$ cat src/design/nbs_pkg.sv
// package: register map, field layout, reset values and counts of the nine-bit serial port
package nbs_pkg;

	// register byte offsets on the apb bus
	localparam logic [11:0] NBS_CTRL_OFF = 12'h000;
	localparam logic [11:0] NBS_BUF_OFF = 12'h004;
	localparam logic [11:0] NBS_RATE_OFF = 12'h008;
	localparam logic [11:0] NBS_STAT_OFF = 12'h00c;

	// serial_control_register field positions
	localparam int NBS_RX_DONE_BIT = 0;
	localparam int NBS_TX_DONE_BIT = 1;
	localparam int NBS_RX_NINTH_BIT = 2;
	localparam int NBS_TX_NINTH_BIT = 3;
	localparam int NBS_RX_ENABLE_BIT = 4;
	localparam int NBS_FILTER_BIT = 5;
	localparam int NBS_MODE_LO_BIT = 6;
	localparam int NBS_MODE_HI_BIT = 7;

	// rate register field: doubles the bit rate
	localparam int NBS_RATE_DOUBLE_BIT = 0;

	// status register fields
	localparam int NBS_STAT_TX_ACTIVE_BIT = 0;
	localparam int NBS_STAT_RX_ACTIVE_BIT = 1;
	localparam int NBS_STAT_TX_PEND_BIT = 2;

	// reset values
	localparam logic [7:0] NBS_CTRL_RST = 8'h00;
	localparam logic [7:0] NBS_BUF_RST = 8'h00;
	localparam logic NBS_RATE_DOUBLE_RST = 1'b0;

	// sixteen states per bit time
	localparam logic [3:0] NBS_DIV16_LAST = 4'hf;
	// zero-based counter values of the seventh, eighth and ninth states
	localparam logic [3:0] NBS_SAMPLE_FIRST = 4'h6;
	localparam logic [3:0] NBS_SAMPLE_MID = 4'h7;
	localparam logic [3:0] NBS_SAMPLE_LAST = 4'h8;

	// oscillator divider last counts: tick16 at fosc/2 (bit fosc/32) or fosc/4 (bit fosc/64)
	localparam logic [1:0] NBS_OSC_LAST_FAST = 2'h1;
	localparam logic [1:0] NBS_OSC_LAST_SLOW = 2'h3;

	// receive shift register preset and start-bit level
	localparam logic [8:0] NBS_RX_PRESET = 9'h1ff;
	localparam logic NBS_START_LEVEL = 1'b0;
	localparam logic NBS_STOP_LEVEL = 1'b1;

	// receiver states
	typedef enum logic [1:0] {RX_IDLE, RX_START, RX_DATA, RX_STOP} nbs_rx_state_t;

endpackage

$ cat src/design/nbs_rate_gen.sv
// sixteen-times bit rate enable from the oscillator or from timer 1 overflows
`timescale 1ns/1ps
module nbs_rate_gen
(
	input wire logic pclk,
	input wire logic presetn,
	input wire logic timer_source,
	input wire logic rate_double,
	input wire logic timer1_overflow,
	output logic tick16
);
	import nbs_pkg::*;

	typedef struct packed
	{
		logic [1:0] osc_cnt;
		logic ovf_half;
		logic tick;
	} nbs_rate_state_t;

	nbs_rate_state_t st;
	nbs_rate_state_t next_st;

	// divider: fixed oscillator fraction, or every (second) timer overflow
	always_comb
	begin
		next_st = st;
		next_st.tick = 1'b0;
		if (timer_source)
		begin
			next_st.osc_cnt = 2'h0;
			if (timer1_overflow)
			begin
				next_st.ovf_half = ~st.ovf_half;
				next_st.tick = rate_double | st.ovf_half;
			end
		end
		else
		begin
			next_st.ovf_half = 1'b0;
			if (st.osc_cnt >= (rate_double ? NBS_OSC_LAST_FAST : NBS_OSC_LAST_SLOW))
			begin
				next_st.osc_cnt = 2'h0;
				next_st.tick = 1'b1;
			end
			else
			begin
				next_st.osc_cnt = st.osc_cnt + 2'h1;
			end
		end
	end

	// state register
	always_ff @(posedge pclk or negedge presetn)
	begin
		if (!presetn)
		begin
			st <= '0;
		end
		else
		begin
			st <= next_st;
		end
	end

	assign tick16 = st.tick;

endmodule

$ cat src/design/nbs_serial_port.sv
// nine-bit asynchronous serial port with apb register access
// Function
// - eleven-bit frame: start, eight lsb-first, ninth, stop
// - sent ninth bit comes from tx_ninth_bit
// - oscillator rate is fosc/32 or fosc/64
// - timer rate follows timer 1 overflows
// - buffer write loads ninth bit, requests send
// - sending starts at next divide-by-16 rollover
// - start bit, then data, then first shift
// - first shift inserts stop one, then zeros
// - end pattern: last shift, stop, set done
// - start on falling receive line, 16x sampled
// - falling edge resets counter, presets 1ff
// - majority of samples seven, eight, nine
// - start bit not zero restarts search
// - nine-bit shifter; start leftmost means final shift
// - load only if done clear, filter passes
// - accepted frame fills buffer, ninth, done flag
// - search resumes one bit time later
// - received stop bit value is ignored
// - request is or of both done flags
// - software writes flags like hardware does
//
// The APB interface to the registers and the address map were chosen for this implementation.
`timescale 1ns/1ps
module nbs_serial_port
(
	input wire logic pclk,
	input wire logic presetn,
	input wire logic psel,
	input wire logic penable,
	input wire logic pwrite,
	input wire logic [11:0] paddr,
	input wire logic [31:0] pwdata,
	output logic [31:0] prdata,
	output logic pready,
	output logic pslverr,
	input wire logic timer1_overflow,
	input wire logic rxd,
	output logic txd,
	output logic serial_irq
);
	import nbs_pkg::*;

	typedef struct packed
	{
		logic [7:0] ctrl;
		logic rate_double;
		logic [7:0] rx_buf;
		logic [8:0] tx_shift;
		logic tx_pend;
		logic tx_send;
		logic tx_data;
		logic tx_first;
		logic [3:0] tx_cnt;
		logic sync1;
		logic sync2;
		logic sync3;
		logic rx_line;
		logic rx_prev;
		nbs_rx_state_t rx_state;
		logic [3:0] rx_cnt;
		logic [2:0] rx_votes;
		logic [8:0] rx_shift;
		logic txd;
		logic [31:0] rdata;
		logic err;
	} nbs_state_t;

	nbs_state_t st;
	nbs_state_t next_st;
	logic tick16;
	logic setup_phase;
	logic access_wr;

	// majority of three samples
	function automatic logic nbs_major(input logic [2:0] v);
		return (v[0] & v[1]) | (v[0] & v[2]) | (v[1] & v[2]);
	endfunction

	// decode of the four mapped offsets
	function automatic logic nbs_mapped(input logic [11:0] a);
		return (a == NBS_CTRL_OFF) || (a == NBS_BUF_OFF) || (a == NBS_RATE_OFF) || (a == NBS_STAT_OFF);
	endfunction

	// reverse a byte so the first received bit lands in bit zero
	function automatic logic [7:0] nbs_rev8(input logic [7:0] b);
		logic [7:0] r;
		r = 8'h00;
		for (int i = 0; i < 8; i++)
		begin
			r[i] = b[7 - i];
		end
		return r;
	endfunction

	// bit rate enable; lower mode bit chooses the timer source
	nbs_rate_gen u_rate
	(
		.pclk(pclk),
		.presetn(presetn),
		.timer_source(st.ctrl[NBS_MODE_LO_BIT]),
		.rate_double(st.rate_double),
		.timer1_overflow(timer1_overflow),
		.tick16(tick16)
	);

	assign setup_phase = psel & ~penable;
	assign access_wr = psel & penable & pwrite;

	// next-state logic: line sampling, transmitter, receiver, registers
	always_comb
	begin
		logic tx_roll;
		logic rx_roll;
		logic bit_val;
		logic ninth;
		logic hw_rx_done;
		logic hw_tx_done;
		logic hw_rx_ninth;
		logic [8:0] fin_shift;
		tx_roll = 1'b0;
		rx_roll = 1'b0;
		bit_val = 1'b0;
		ninth = 1'b0;
		hw_rx_done = 1'b0;
		hw_tx_done = 1'b0;
		hw_rx_ninth = 1'b0;
		fin_shift = 9'h000;
		next_st = st;

		// three-flop pin sampling; a level counts once the last two agree
		next_st.sync1 = rxd;
		next_st.sync2 = st.sync1;
		next_st.sync3 = st.sync2;
		if (st.sync2 == st.sync3)
		begin
			next_st.rx_line = st.sync3;
		end

		// transmit divide-by-16 counter, free running on the rate enable
		if (tick16)
		begin
			next_st.tx_cnt = st.tx_cnt + 4'h1;
			tx_roll = (st.tx_cnt == NBS_DIV16_LAST);
		end

		// transmit controller, stepping only on rollovers
		if (tx_roll)
		begin
			if (st.tx_send)
			begin
				if (!st.tx_data)
				begin
					next_st.tx_data = 1'b1;
				end
				else if (!st.tx_first && (st.tx_shift[8:2] == 7'h00) && st.tx_shift[1])
				begin
					next_st.tx_shift = {1'b0, st.tx_shift[8:1]};
					next_st.tx_send = 1'b0;
					next_st.tx_data = 1'b0;
					hw_tx_done = 1'b1;
				end
				else
				begin
					next_st.tx_shift = {st.tx_first, st.tx_shift[8:1]};
					next_st.tx_first = 1'b0;
				end
			end
			else if (st.tx_pend)
			begin
				next_st.tx_send = 1'b1;
				next_st.tx_data = 1'b0;
				next_st.tx_first = 1'b1;
				next_st.tx_pend = 1'b0;
			end
		end

		// receive counter and the three mid-bit samples
		if (tick16)
		begin
			next_st.rx_prev = st.rx_line;
			next_st.rx_cnt = st.rx_cnt + 4'h1;
			rx_roll = (st.rx_cnt == NBS_DIV16_LAST);
			if (st.rx_cnt == NBS_SAMPLE_FIRST)
			begin
				next_st.rx_votes[0] = st.rx_line;
			end
			if (st.rx_cnt == NBS_SAMPLE_MID)
			begin
				next_st.rx_votes[1] = st.rx_line;
			end
			if (st.rx_cnt == NBS_SAMPLE_LAST)
			begin
				next_st.rx_votes[2] = st.rx_line;
			end
		end
		bit_val = nbs_major(st.rx_votes);

		// receive controller
		case (st.rx_state)
			RX_IDLE:
			begin
				if (tick16 && st.ctrl[NBS_RX_ENABLE_BIT] && st.rx_prev && !st.rx_line)
				begin
					next_st.rx_cnt = 4'h1;
					next_st.rx_shift = NBS_RX_PRESET;
					next_st.rx_state = RX_START;
				end
			end
			RX_START:
			begin
				if (rx_roll)
				begin
					if (bit_val != NBS_START_LEVEL)
					begin
						next_st.rx_state = RX_IDLE;
					end
					else
					begin
						next_st.rx_shift = {st.rx_shift[7:0], bit_val};
						next_st.rx_state = RX_DATA;
					end
				end
			end
			RX_DATA:
			begin
				if (rx_roll)
				begin
					fin_shift = {st.rx_shift[7:0], bit_val};
					next_st.rx_shift = fin_shift;
					if (!st.rx_shift[8])
					begin
						ninth = bit_val;
						next_st.rx_state = RX_STOP;
						if (!st.ctrl[NBS_RX_DONE_BIT] && (!st.ctrl[NBS_FILTER_BIT] || ninth))
						begin
							next_st.rx_buf = nbs_rev8(st.rx_shift[7:0]);
							hw_rx_ninth = 1'b1;
							hw_rx_done = 1'b1;
						end
					end
				end
			end
			RX_STOP:
			begin
				if (rx_roll)
				begin
					next_st.rx_state = RX_IDLE;
				end
			end
			default:
			begin
				next_st.rx_state = RX_IDLE;
			end
		endcase

		// register writes; a hardware set beats a software clear
		if (access_wr)
		begin
			case (paddr)
				NBS_CTRL_OFF:
				begin
					next_st.ctrl = pwdata[7:0];
				end
				NBS_BUF_OFF:
				begin
					next_st.tx_shift = {st.ctrl[NBS_TX_NINTH_BIT], pwdata[7:0]};
					next_st.tx_pend = 1'b1;
					next_st.tx_send = 1'b0;
					next_st.tx_data = 1'b0;
				end
				NBS_RATE_OFF:
				begin
					next_st.rate_double = pwdata[NBS_RATE_DOUBLE_BIT];
				end
				default:
				begin
					next_st.err = 1'b0;
				end
			endcase
		end
		if (hw_rx_ninth)
		begin
			next_st.ctrl[NBS_RX_NINTH_BIT] = ninth;
		end
		if (hw_rx_done)
		begin
			next_st.ctrl[NBS_RX_DONE_BIT] = 1'b1;
		end
		if (hw_tx_done)
		begin
			next_st.ctrl[NBS_TX_DONE_BIT] = 1'b1;
		end

		// line level: start bit, shifter output, otherwise idle high
		if (next_st.tx_send)
		begin
			next_st.txd = next_st.tx_data ? next_st.tx_shift[0] : NBS_START_LEVEL;
		end
		else
		begin
			next_st.txd = NBS_STOP_LEVEL;
		end

		// read data and error captured in the setup phase
		if (setup_phase)
		begin
			next_st.rdata = 32'h0000_0000;
			next_st.err = ~nbs_mapped(paddr);
			if (!pwrite)
			begin
				case (paddr)
					NBS_CTRL_OFF:
					begin
						next_st.rdata[7:0] = st.ctrl;
					end
					NBS_BUF_OFF:
					begin
						next_st.rdata[7:0] = st.rx_buf;
					end
					NBS_RATE_OFF:
					begin
						next_st.rdata[NBS_RATE_DOUBLE_BIT] = st.rate_double;
					end
					NBS_STAT_OFF:
					begin
						next_st.rdata[NBS_STAT_TX_ACTIVE_BIT] = st.tx_send;
						next_st.rdata[NBS_STAT_RX_ACTIVE_BIT] = (st.rx_state != RX_IDLE);
						next_st.rdata[NBS_STAT_TX_PEND_BIT] = st.tx_pend;
					end
					default:
					begin
						next_st.rdata = 32'h0000_0000;
					end
				endcase
			end
		end
	end

	// state register
	always_ff @(posedge pclk or negedge presetn)
	begin
		if (!presetn)
		begin
			st <= '0;
			st.ctrl <= NBS_CTRL_RST;
			st.rate_double <= NBS_RATE_DOUBLE_RST;
			st.rx_buf <= NBS_BUF_RST;
			st.sync1 <= 1'b1;
			st.sync2 <= 1'b1;
			st.sync3 <= 1'b1;
			st.rx_line <= 1'b1;
			st.rx_prev <= 1'b1;
			st.rx_state <= RX_IDLE;
			st.txd <= 1'b1;
		end
		else
		begin
			st <= next_st;
		end
	end

	// outputs
	assign prdata = st.rdata;
	assign pslverr = st.err & psel & penable;
	assign pready = 1'b1;
	assign txd = st.txd;
	assign serial_irq = st.ctrl[NBS_RX_DONE_BIT] | st.ctrl[NBS_TX_DONE_BIT];

endmodule

$ cat config.mk
export PLATFORM = sky130hd
export DESIGN_NAME = nbs_serial_port
export DESIGN_NICKNAME = d
export VERILOG_FILES = /design/src/design/nbs_pkg.sv /design/src/design/nbs_rate_gen.sv /design/src/design/nbs_serial_port.sv
export SDC_FILE = /design/constraint.sdc
export NUM_CORES = 1
export LEC_CHECK = 0
export BUFFER_PORTS_ARGS = -buffer_cell sky130_fd_sc_hd__buf_2
export CAP_MARGIN = 20
export CORE_ASPECT_RATIO = 1.5
export CORE_MARGIN = 5
export CORE_UTILIZATION = 45
export CTS_CLUSTER_DIAMETER = 150
export DETAILED_ROUTE_END_ITERATION = 10
export GPL_TIMING_DRIVEN = 0
export PLACE_DENSITY = 0.75
export SYNTH_ARGS = -nofsm -noshare
export SYNTH_HDL_FRONTEND = slang
export SYNTH_HIERARCHICAL = 1
export SYNTH_SLANG_ARGS = --single-unit
$ cat constraint.sdc
create_clock -name pclk -period 5.7 [get_ports pclk]
set_input_delay 0 -clock pclk [delete_from_list [all_inputs] [get_ports pclk]]
set_output_delay 0 -clock pclk [all_outputs]
set_load 0.1 [all_outputs]
==> results of run 1 <==
==> state kept, by name, indices dropped and copies added, names as in the netlist, named ones only <==
name           cells
next_st            2
prdata             8
st                55
txd                1
u_rate/st          3
u_rate/tick16      1
==> per-stage QoR <==
stage	area (µm²)	total power [mW]	util, %
after detailed placement	4070	1.15	50.8
after CTS	4490	1.74	56.1
after global routing	4490	1.82	56.1
after global placement	4070	1.13	50.8
final	4490	1.72	56.1
after floorplan	3750	1.05	-
==> cells by family (layout without fill, tap and decap cells) <==
kind of cell,after synthesis,after routing,synth area share [%]
buffers and inverters,50,114,8.74
adders and majority gates,11,11,3.62
DFF,71,71,48.7
AOI/OAI and AO/OA,45,45,7.31
xor gates and xnor gates,7,7,1.67
and+or+nand+nor,102,102,14.2
other,2,25,0.205
muxes,51,51,15.5
==> worst max-delay path, delay by kind of cell, from the launching register on <==
| kind | cells | cell delay [ns] |
|---|---|---|
| fa+ha+maj | 1 | 0.22 |
| flops | 1 | 0.40 |
| compound gates | 1 | 0.40 |
| simple gates | 2 | 0.64 |
| mux | 1 | 0.38 |
==> where the power goes <==
part	switching, mW	total (mW)	internal, mW
clock network	0.193	0.565	0.373
logic	0.282	0.475	0.193
registers	0.0768	0.677	0.601
total	0.552	1.72	1.17
==> routing by layer <==
metal / wire [µm] / up-vias / share of wire, %
met4: 157 / 0 / 2.1
met1: 2920 / 1251 / 40
met3: 428 / 13 / 5.8
met2: 3820 / 72 / 52
li1: - / 1281 / -
met5: 0 / - / 0
==> timing repair <==
item,CTS,global route
endpoints found under the hold margin,84,0
buffers inserted,0,0
hold buffers,11,0
==> how the worst min path moves through the flow <==
stage | startpoint | end | slack, ns
6_report | paddr[1] | st[0]$_DFFE_PN0P_ | 0.04
3_3_place_gp | rxd | next_st[55]$_DFF_PN1_ | 0.11
3_5_place_dp | rxd | next_st[55]$_DFF_PN1_ | 0.11
5_1_grt | paddr[1] | st[0]$_DFFE_PN0P_ | 0.07
4_1_cts | paddr[1] | st[0]$_DFFE_PN0P_ | 0.02
2_1_floorplan | presetn | async pin | -0.30
==> Yosys cell counts (all sizes together) (2+ instances only) <==
| master | instances | area (µm²) |
|---|---|---|
| nor2 | 10 | 37.5 |
| ha | 9 | 113 |
| maj3 | 2 | 20.0 |
| o21ai | 25 | 125 |
| nor4b | 2 | 23.8 |
| buf | 39 | 279 |
| nor4 | 2 | 18.8 |
| or4 | 4 | 37.5 |
| conb | 2 | 7.51 |
| and3 | 2 | 12.5 |
| nor3 | 2 | 10.0 |
| a211oi | 3 | 27.5 |
| mux2 | 32 | 379 |
| nand2b | 3 | 18.8 |
| nand4 | 3 | 18.8 |
| a21oi | 8 | 40.0 |
| nand4b | 2 | 17.5 |
| mux2i | 19 | 190 |
| xnor2 | 3 | 26.3 |
| or2 | 4 | 25.0 |
| xor2 | 4 | 35.0 |
| nand2 | 53 | 199 |
| dfstp | 6 | 158 |
| inv | 7 | 26.3 |
| or4b | 2 | 20.0 |
| dfrtp | 65 | 1630 |
| clkbuf | 4 | 15.0 |
| and2 | 3 | 18.8 |
| and4 | 2 | 17.5 |
| nand3 | 6 | 30.0 |
==> cell type report <==
cell class,instances,area [µm²],share of cell area (%)
well taps,105,131,2.93
inverters,7,26.3,0.585
clock buffers,13,270,6.02
plain buffers,43,294,6.55
clock inverters,3,40.0,0.892
flip-flops and latches,71,1780,39.7
multi-input cells,241,1650,36.6
repair buffers,48,298,6.63
==> impl.org, run 1 <==
** Outcome
- The run finished with clean final reports.

** CTS
- TritonCTS built the clock tree.
- For this design, the sink count on the clock tree is a little over 70.
- Post-CTS repair changed the size of 0 cells.
- The tree is rooted in a clkbuf_16.
- H-tree levels :: 3
- In this run the deepest clock path goes through 2 buffers.
- Clock latency on the worst-skew pair, taken at its later pin, is 0.33 ns.
- Clock-pin slew reported for the worst setup and hold paths after clock tree synthesis :: 0.05 ns
- TritonCTS created 9 clock buffers.

** Logic synthesis
- Of all flip-flops after synthesis, the portion carrying an async set or reset was 100%.
- In this run, synthesis produced a sequential element count of 71.
- Of the synthesized area, sequential elements account for 48.7%.
- Yosys warns :: 6
- Mean post-synth cell area :: 10.8 µm²
- The number of different library cells used by synthesis comes to 50.
- Count of mapped cells out of synthesis :: 339
- The mapped netlist covers 0.00366 mm².
- EDFF count, synth :: 0
- Leading register cell type out of synthesis :: dfrtp_1

** Global route
- Global-route met1 utilization :: 17.4%
- Overall routing resource usage :: 16.0%
- Maximum number of pins on one net before global-route repair :: 72
- Number of global-route vias before repair :: about 2,700
- The first global-routing pass estimated ~13 mm of wire.
- The initial antenna violation count is 0.
- For this run the aggregate overflow at the end of global routing stands at 0.
- GR Util met2 :: between 20% and 30%
- Global routing met3 resource utilization :: 5.39%
- Busiest grt layer :: met2

** Floorplanning
- Width of the die :: 83.7 µm
- Initial core utilization :: 45.8%
- The floorplan step defined a core boundary enclosing approximately 0.008 mm².
- 87 I/O pins were placed.
- Chip Height :: 121 µm
- After floorplanning, the core was divided into 40 placement rows.
- The floorplan step defined a die boundary enclosing 0.0101 mm².

** Cells and area
- The number of antenna diodes in the final layout is 0.
- Final-stage net count :: 481
- # fillers :: 717
- Leaving out filler cells and counting taps, the final layout contains about 530.
- From synthesis to final layout, the design area changed by 22.5%.
- Most common cell after layout, fill and taps aside :: dfrtp_1
- The post-route netlist has 31.9% of its cells at a drive strength greater than 1.
- In the layout the commonest cells are dfrtp_1, nand2_1, buf_2.

** Route
- After detailed routing, the average wire length per cell comes to approximately 14 µm.
- Final WL :: between 7 and 8 mm
- Final antenna-violating net count :: 0
- Via total after detailed routing :: 2,617
- For this run, design rule violations remaining after detail routing come to 0.
- Vias per std cell :: 4.93
- The detailed router finished its first iteration with 158 violations.
- For this run, the detailed router's first-pass iteration total came to 5.

** Setup path
- On the worst path, the slowest cell contributes a delay of 0.44 ns.
- STA puts the critical path data arrival time at around 2.4 ns.
- Setup Crit Path Kind :: reg -> reg
- The critical path goes through ha_1 > nand4_1 > nor4b_1 > o21ai_1 > mux2_2.
- Origin of the critical flop-to-flop path :: st[47]$_DFF_PN0_
- At the worst endpoint, the required time is 5.91 ns.
- Reg2Reg Depth :: 5
- Critical-path top delay cell :: nor4b_1
- In this run the critical register-to-register path is captured at st[78]$_DFFE_PN0P_.
- Worst-case register-to-register setup slack :: 3.53 ns
- The critical path ends at st[78]$_DFFE_PN0P_.
- Launching instance or port of the critical path :: st[47]$_DFF_PN0_
- The worst setup path is launched from a register.
- Maximum net fanout on the critical path :: 9
- Sort of element at the end of the critical path :: register

** Place
- Buffers added on ports :: 37
- At the placement stage, the worst setup path has a slack of 3.53 ns.
- Placed Cells incl. Taps :: 504
- Final estimated routing congestion in global placement :: 0.785
- Final HPWL from detailed placement :: 5.44 mm

** Timing
- Final number of max-transition violations :: 0
- RSZ-0062 raised after global routing :: false
- Highest clock rate :: 460 MHz
- Hold is met by 0.0366 ns.
- Post-route minimum period :: 2.17 ns
- Transition time at the pin with the least slew margin :: slightly below 0.9 ns
- Setup total negative slack on the finished layout was measured at 0 ns.
- After layout, the worst setup slack is between 3 and 4 ns.
- Count of endpoints failing hold in the final timing report :: 0
- Rel. slew slack :: 42.0%
- Setup violations remaining at the end of the flow were counted as 0.
- Across the routed clock network, the largest skew measured is 0.00472 ns.
- Final period util :: 38.2%

** Pwr
- Cell area power density :: 383 mW/mm²
- The worst-case IR drop observed on VDD is 0.000224 V.
- Standby leakage power :: 2.15 nW

** Min path
- Counting instances, the worst hold path has a depth of 3.
- Class of the tightest hold or removal check :: in -> reg

** Flow run
- Maximum capacitance violations :: 0
No activity file was read; power rests on OpenSTA's default activity.
==> inputs of run 2 (changes only) <==
Clock period 5.7 ns to 2.1 ns, I/O delays scaled along.
==> run 2 against run 1 <==
Total power rose to 2.7 times the previous value. Final cell count down 0.19%. Core utilization up 0.37 points. Final area is 0.67% higher. Sequential power increased to 2.7 times the previous value. Fmax rose by 8.9%. Setup slack lost 3.4 ns. Clock-buffer cell count unchanged. Combinational power grew to 2.7 times the previous value. First-iteration DRC count is 1.9% higher.
==> impl.org, run 2 (synthesized netlist as in run 1, its figures left out) <==
** Setup path
- Critical-path top delay cell :: o21ai_2
- Traced cell by cell, the critical path runs through ha_1 > nand4_1 > a21oi_1 > o21ai_2 > mux2_2.
- The critical path is of the reg -> reg type.
- STA classifies the critical path startpoint as a register.
- Across all register-to-register paths, the minimum setup slack is 0.10 ns.
- Arr. time, crit path :: 2.21 ns
- At the worst endpoint, the required time is 2.31 ns.
- Sort of element at the end of the critical path :: register
- Gate family responsible for the most delay along the worst path :: compound AO/OA/AOI/OAI gates
- Delay of the slowest critical-path stage :: approximately 0.42 ns
- Crit path buffers/inverters :: 0
- In this run the worst path has a maximum fanout of 9.

** Floorplanning
- Ports placed on the boundary :: 87
- Width of the die :: 83.7 µm
- The floorplan step defined a die boundary enclosing 0.0101 mm².
- The floorplan has 40 rows.
- After floorplanning, the core was sized to cover 0.00801 mm².
- The die is 121 µm tall.
- Initial core utilization :: 45.8%

** Pwr
- Cell area power density :: 1040 mW/mm²
- For this design the static power due to leakage is 2.17 nW.
- Total power draw :: 4.69 mW
- Across the VDD grid, the largest voltage drop is 0.000565 V.

** Timing
- Total negative slack for setup checks :: 0 ns
- Of the available clock period, the critical path in the final layout requires a little over nine tenths.
- Setup violations remaining at the end of the flow were counted as 0.
- Rel. slew slack :: 39.4%
- At the pin with the least slew margin, the transition time is 0.907 ns.
- Clk_skew :: between 0.005 and 0.006 ns
- Based on the critical path, the design can be clocked at up to 501 MHz.
- Crit path setup slack, layout :: 0.103 ns
- Post-route minimum period :: 2.00 ns
- Final number of max-transition violations :: 0
- The number of failing hold endpoints at the final stage came to 0.

** Route
- The detail route stage leaves a number of antenna-violating nets equal to 0.
- Initial detailed-routing violation count :: 161
- For this block, the routed nets add up to 7.43 mm of wire.
- Vias per std cell :: 4.94
- Number of search-and-repair iterations in the first detailed-routing pass :: 4
- Detailed routing inserted a total of 2,620 vias.
- After detailed routing, the average wire length per cell comes to 14.0 µm.
- For this run, design rule violations remaining after detail routing come to 0.

** Min path
- The path class of the tightest hold or removal check is in -> reg.

** CTS
- The clock reaches the later pin of the worst-skew pair after 0.33 ns.
- Clock-pin slew reported for the worst setup and hold paths after clock tree synthesis :: 0.05 ns
- TritonCTS created 9 clock buffers.
- Root buffer cell :: clkbuf_16
- Deepest clock path buffer count :: 2
- Counting every sink on the clock net gives 71.
- Clock tree from TritonCTS :: built
- The H-tree was split into 3 levels.

** Place
- Final estimated routing congestion in global placement :: 0.785
- After legalization and detailed placement, the total HPWL measured 5.44 mm.
- Placed Cells incl. Taps :: 504
- In this run the cell area measured after placement is just over 0.004 mm².
- Buffers added on ports :: 37
- Worst slack, placed :: -0.0696 ns

** Cells and area
- The filler cells instantiated in the layout total 711.
- Leaving out fill and tap cells, the most frequent cell in the layout is dfrtp_1.
- Number of flip-flops under the largest register name :: 55
- After routing the design area is 0.00452 mm².
- The finished layout holds 530 standard cells, fillers aside.
- Ranked by flip-flop count, first place goes to st.
- Fraction of layout cells with a size suffix above 1 :: 33.2%
- Antenna Diode Count :: 0
- Signed area change from the synthesized netlist to the final layout :: 23.4%
- Final-stage net count :: 480
- Commonest cells after routing, fill and taps aside :: dfrtp_1, nand2_1, buf_2

** Global route
- The first global-routing pass estimated 12.7 mm of wire.
- Number of antenna violations at the first check in global routing :: 0
- The via count of the first global-routing pass was ~2,700.
- After global routing the overflow that remains totals 0.
- Global routing used between 10% and 20% of the available tracks across all layers.
- Maximum number of pins on one net before global-route repair :: between 70 and 80

** Outcome
- Status :: finished clean

** Flow run
- Max-cap violations in this run came to 0.
[run 2: final cells by class]
| type | instances | area [µm²] | area share [%] |
|---|---|---|---|
| flip-flops and latches | 71 | 1780 | 39.5 |
| plain buffers | 42 | 290 | 6.42 |
| repair buffers | 48 | 298 | 6.59 |
| multi-input cells | 241 | 1680 | 37.2 |
| clock buffers | 13 | 270 | 5.98 |
| well taps | 105 | 131 | 2.91 |
| clock inverters | 3 | 40.0 | 0.886 |
| inverters | 7 | 26.3 | 0.581 |
[run 2: worst paths after layout]
| kind | startpoint | depth (start not counted) | to |
|---|---|---|---|
| worst max-delay path | st[46]$_DFF_PN0_ | 5 | st[37]$_DFFE_PN0P_ |
| worst min-delay path | paddr[1] | 3 | st[0]$_DFFE_PN0P_ |
| worst max register to register | st[46]$_DFF_PN0_ | 5 | st[37]$_DFFE_PN0P_ |
| worst min register to register | next_st[55]$_DFF_PN1_ | 0 | next_st[54]$_DFF_PN1_ |
| max in group asynchronous | presetn | 2 | st[68]$_DFF_PN0_ |
| min in group asynchronous | presetn | 2 | u_rate/st[1]$_DFFE_PN0P_ |
[run 2: power by group]
part	leakage, nW	total (mW)	internal, mW	switching (mW)
clock	0.156	1.54	1.01	0.527
sequential	0.835	1.85	1.63	0.216
combinational	1.18	1.30	0.532	0.770
total	2.17	4.69	3.17	1.51
[run 2: repair_timing]
item                                    4_1_cts  5_1_grt
setup buffers                                 0        0
endpoints found under the setup margin       25       13
hold buffers                                 11        0
resized for setup                             3        3
endpoints found under the hold margin        84        0
[run 2: metal layers]
layer  GRT usage (%)  share of wire, %
met1            17.2                40
met2            27.8                52
met3            5.39               5.6
met4            7.44               2.6
met5               0                 0
[run 2: through the flow]
stage               hold WS [ns]  utilization, %
global placement           0.107            50.8
global route              0.0673            56.4
finish                    0.0362            56.4
detailed placement         0.108            50.8
CTS                       0.0243            56.2
floorplan                 -0.296               -
[run 2: worst min-delay path, delay by kind of cell]
kind                   cells  cell delay [ns]
AOI/OAI and AO/OA          1             0.14
buffers and inverters      1             0.10
and+or+nand+nor            1             0.07
==> inputs of run 3 (changes only) <==
Settings changed: ABC_AREA set to 1, PLACE_DENSITY 0.75 to 0.8.
==> run 3 against run 2 <==
The flow now finishes with violations (negative hold slack). First-iteration DRC count decreased by 11%. Critical path depth increased by 2. Worst hold slack got worse by 0.037 ns. Final cell count increased by 31%. Register-to-register slack improved by 0.29 ns. Highest routed layer unchanged.
==> impl.org, run 3 <==
** Outcome
- The run finished, with violations left.
- The checks that failed: negative hold slack.

** Cells and area
- After filler insertion, the fill cell instance count of the layout stands at 791.
- The area growth from synthesis to layout is 20.8%.
- The repair_antennas step left the layout with diodes totalling 0.
- Final-stage net count :: between 600 and 700
- Share of the core filled with cells :: 54.8%
- The register with the most flip-flops in the layout has 55 of them.
- Leaving out fill and tap cells, the most frequent cell in the layout is nand2_1.
- More flip-flops sit in one register than any other, and that register is st.
- Commonest cells after routing, fill and taps aside :: nand2_1, inv_1, dfrtp_1
- Fraction of layout cells with a size suffix above 1 :: 21.1%

** Global route
- Entering global routing, the biggest net connects 72 pins.
- Global routing consumed, over all layers together, 16.8% of the routing resources.
- The via count of the first global-routing pass is 3,395.
- For this run, global-route usage on met1 was measured as about 18%.
- The first global-routing pass estimated 14.6 mm of wire.
- For this run, global-route usage on met3 was measured as between 1.5 and 2%.
- Total congestion overflow after global routing :: 0
- The initial antenna violation count is 0.
- After global routing, the most crowded layer is met2.
- Global routing consumed, on the met2 layer, 30.1% of the routing resources.

** Setup path
- Worst-case register-to-register setup slack :: between 0.3 and 0.4 ns
- Kind of launch point of the worst setup path :: register
- Maximum net fanout on the critical path :: 10
- The critical path starts at st[57]$_DFFE_PN0P_.
- The worst setup path is captured at a register.
- The worst setup path is of the reg -> reg kind.
- Reg2reg end :: st[69]$_DFF_PN0_
- Following the worst setup path forward leads to its endpoint at st[69]$_DFF_PN0_.
- Reg2Reg Depth :: 7
- Origin of the critical flop-to-flop path :: st[57]$_DFFE_PN0P_
- Arr. time, crit path :: roughly 1.9 ns
- STA puts the critical path data required time at around 2.3 ns.

** Route
- Number of search-and-repair iterations in the first detailed-routing pass :: 4
- Final WL :: between 8 and 9 mm
- Routed wire length per instance :: between 10 and 15 µm
- Via total after detailed routing :: 3,335
- Initial detailed-routing violation count :: ~140
- In the routed design, unresolved DRC markers number 0.
- Final antenna-violating net count :: 0
- Vias per std cell :: 4.82

** CTS
- Clock-pin slew reported for the worst setup and hold paths after clock tree synthesis :: 0.05 ns
- Deepest clock path buffer count :: 2
- Counting the buffers created by CTS gives 9.
- Number of buffers inserted by post-CTS setup repair :: 0
- The clock reaches the later pin of the worst-skew pair after 0.34 ns.
- The tree is rooted in a clkbuf_16.
- Post-CTS repair changed the size of 0 cells.
- Clock tree from TritonCTS :: built
- The H-tree generated during clock tree synthesis spans 3 levels.
- Number of clock sinks :: 71

** Logic synthesis
- Count of mapped cells out of synthesis :: between 400 and 500
- Measured against the total synthesized area, the mux share comes to 0%.
- The synthesized design contains 0 enable-type register cells.
- Mean post-synth cell area :: 7.98 µm²
- Most used standard cells in the synthesized netlist :: nand2_1, dfrtp_1, inv_1
- Most frequent cell after synthesis :: nand2_1
- Among all flip-flop cells after synthesis, the most frequent one is dfrtp_1.
- Async SR Flop Fraction :: 100%
- Post-synth design cell area :: ~0.0040 mm²
- Yosys warns :: 6
- Share of the synthesized area in the top cell type :: 41.1%
- By area the synthesized netlist is led by dfrtp_1, nand2_1, buf_4.
- Summing the areas of all xor and xnor instances in the mapped netlist gives 0.664% of the synthesized area.
- Number of different library cells in the post-synthesis netlist :: 41
- Adder-Cell Fraction of Synth Area :: 3.10%
- After Yosys synthesis, and, or, nand and nor cells account for 28.0% of the synthesized area.
- Main combinational cell family by area after synthesis :: simple AND/OR/NAND/NOR gates
- Cell type contributing the most total cell area after synthesis :: dfrtp_1
- The synthesized design contains 71 register bits.
- Sequential elements use 45.1% of the synthesized area.
- The synthesized netlist devotes 8.89% of its cell area to compound gates.

** Place
- The congestion estimate from routability-driven global placement came to ~0.85.
- The count of buffers added on input and output ports is 37.
- Detailed placement ended at an HPWL of 6.21 mm.

** Flow run
- Across the run, the number of max-cap violations was 0.

** Timing
- Final period util :: 81.4%
- Headroom to the max-slew limit came out at 41.8%.
- At the pin with the least slew margin, the transition time is between 0.8 and 0.9 ns.
- For the finished layout, the period the worst path requires is 1.71 ns.
- In the final timing run, aggregate negative setup slack is 0 ns.
- On the final layout, the worst clock skew is 0.00626 ns.
- Final number of max-transition violations :: 0
- Number of endpoints failing setup at the final stage :: 0
- Hold timing on the final database bottoms out at a slack of -0.000592 ns.
- Highest clock rate :: 585 MHz
- The number of failing hold endpoints at the final stage came to 1.
- Setup repair after global routing left no endpoint under its margin.

** Floorplanning
- Chip Height :: 125 µm
- The floorplan step defined a die boundary enclosing 0.0108 mm².
- Width of the die :: 86.6 µm
- The initialized floorplan defines 42 standard-cell rows.
- Initial core utilization :: 45.4%
- Placeable core region :: 0.00872 mm²
- During I/O placement, the number of pins put on the boundary was 87.

** Pwr
- Total power draw :: 3.94 mW
- Peak supply drop :: around 0.00045 V
- For this design the ratio of total power to cell area is 825 mW/mm².
- In this run the static leakage power is approximately 2.5 nW.

** Min path
- Launch instance of the worst min-delay path :: pwdata[0]
- Class of the tightest hold or removal check :: in -> reg
==> run 3: cell types whose count changed in the layout (fill, tap and decap cells not counted), moves of 4 or more <==
cell      delta
nand2_1     +84
o21ai_0     +10
o21ai_2      +7
a21oi_1      -4
inv_1       +58
mux2_4       -5
mux2i_1     -19
nand3_1     +43
mux2_2      -27
clkbuf_1     -4
nor2_1      +20
==> run 3: metal layers <==
metal	wire length, µm	vias up
met1	3310	1569
met5	0	-
met3	353	21
met2	4510	67
met4	255	0
li1	-	1678
==> run 3: metrics by stage <==
step / std cells / setup WS [ns] / cell area [µm²] / hold slack (ns)
after global placement: 666 / 0.451 / 4370 / 0.109
final: 692 / 0.390 / 4780 / -0.000592
after detailed placement: 666 / 0.388 / 4370 / 0.107
after floorplan: 519 / 0.471 / 4040 / -0.296
after global routing: 692 / 0.157 / 4780 / 0.0266
after CTS: 692 / 0.366 / 4780 / 0.000721
==> run 3: layout make-up <==
type / count / area [µm²] / area share [%]
inverter: 70 / 264 / 5.53
timing repair buffer: 47 / 288 / 6.02
tap: 110 / 138 / 2.88
clock buffer: 13 / 270 / 5.66
sequential: 71 / 1780 / 37.3
multi-input combinational: 339 / 1700 / 35.6
clock inverter: 3 / 40.0 / 0.838
buffer: 39 / 292 / 6.10
==> run 3: how the worst min path moves through the flow <==
stage,end,cells after the start,slack [ns]
after global routing,st[82]$_DFFE_PN0P_,4,0.03
after floorplan,async pin,0,-0.30
after global placement,next_st[55]$_DFF_PN1_,1,0.11
final,st[82]$_DFFE_PN0P_,4,-0.0006
after CTS,st[82]$_DFFE_PN0P_,4,0.0007
after detailed placement,next_st[55]$_DFF_PN1_,1,0.11
==> run 3: what timing repair did <==
action / in CTS / in global routing
hold buffers: 10 / 0
endpoints found under the hold margin: 79 / 0
endpoints found under the setup margin: 0 / 0
==> run 3: logic make-up after synthesis <==
family,Yosys count
AO/OA/AOI/OAI,59
flip-flops,71
other,2
XOR/XNOR,3
AND/OR/NAND/NOR,242
buffers and inverters,109
adder cells (fa/ha/maj),10
==> run 3: where the power goes <==
group / switching (mW) / internal (mW) / total (mW)
Sequential: 0.136 / 1.53 / 1.67
Combinational: 0.503 / 0.201 / 0.704
Clock: 0.559 / 1.01 / 1.57
==> run 3: critical path, cell delays in order (launching register included) <==
cell and delay (ns):
dfrtp_1 0.39, ha_1 0.19, nand4_1 0.24, nor2_1 0.27, buf_4 0.21, o21ai_0 0.08
o21ai_0 0.17, inv_1 0.05
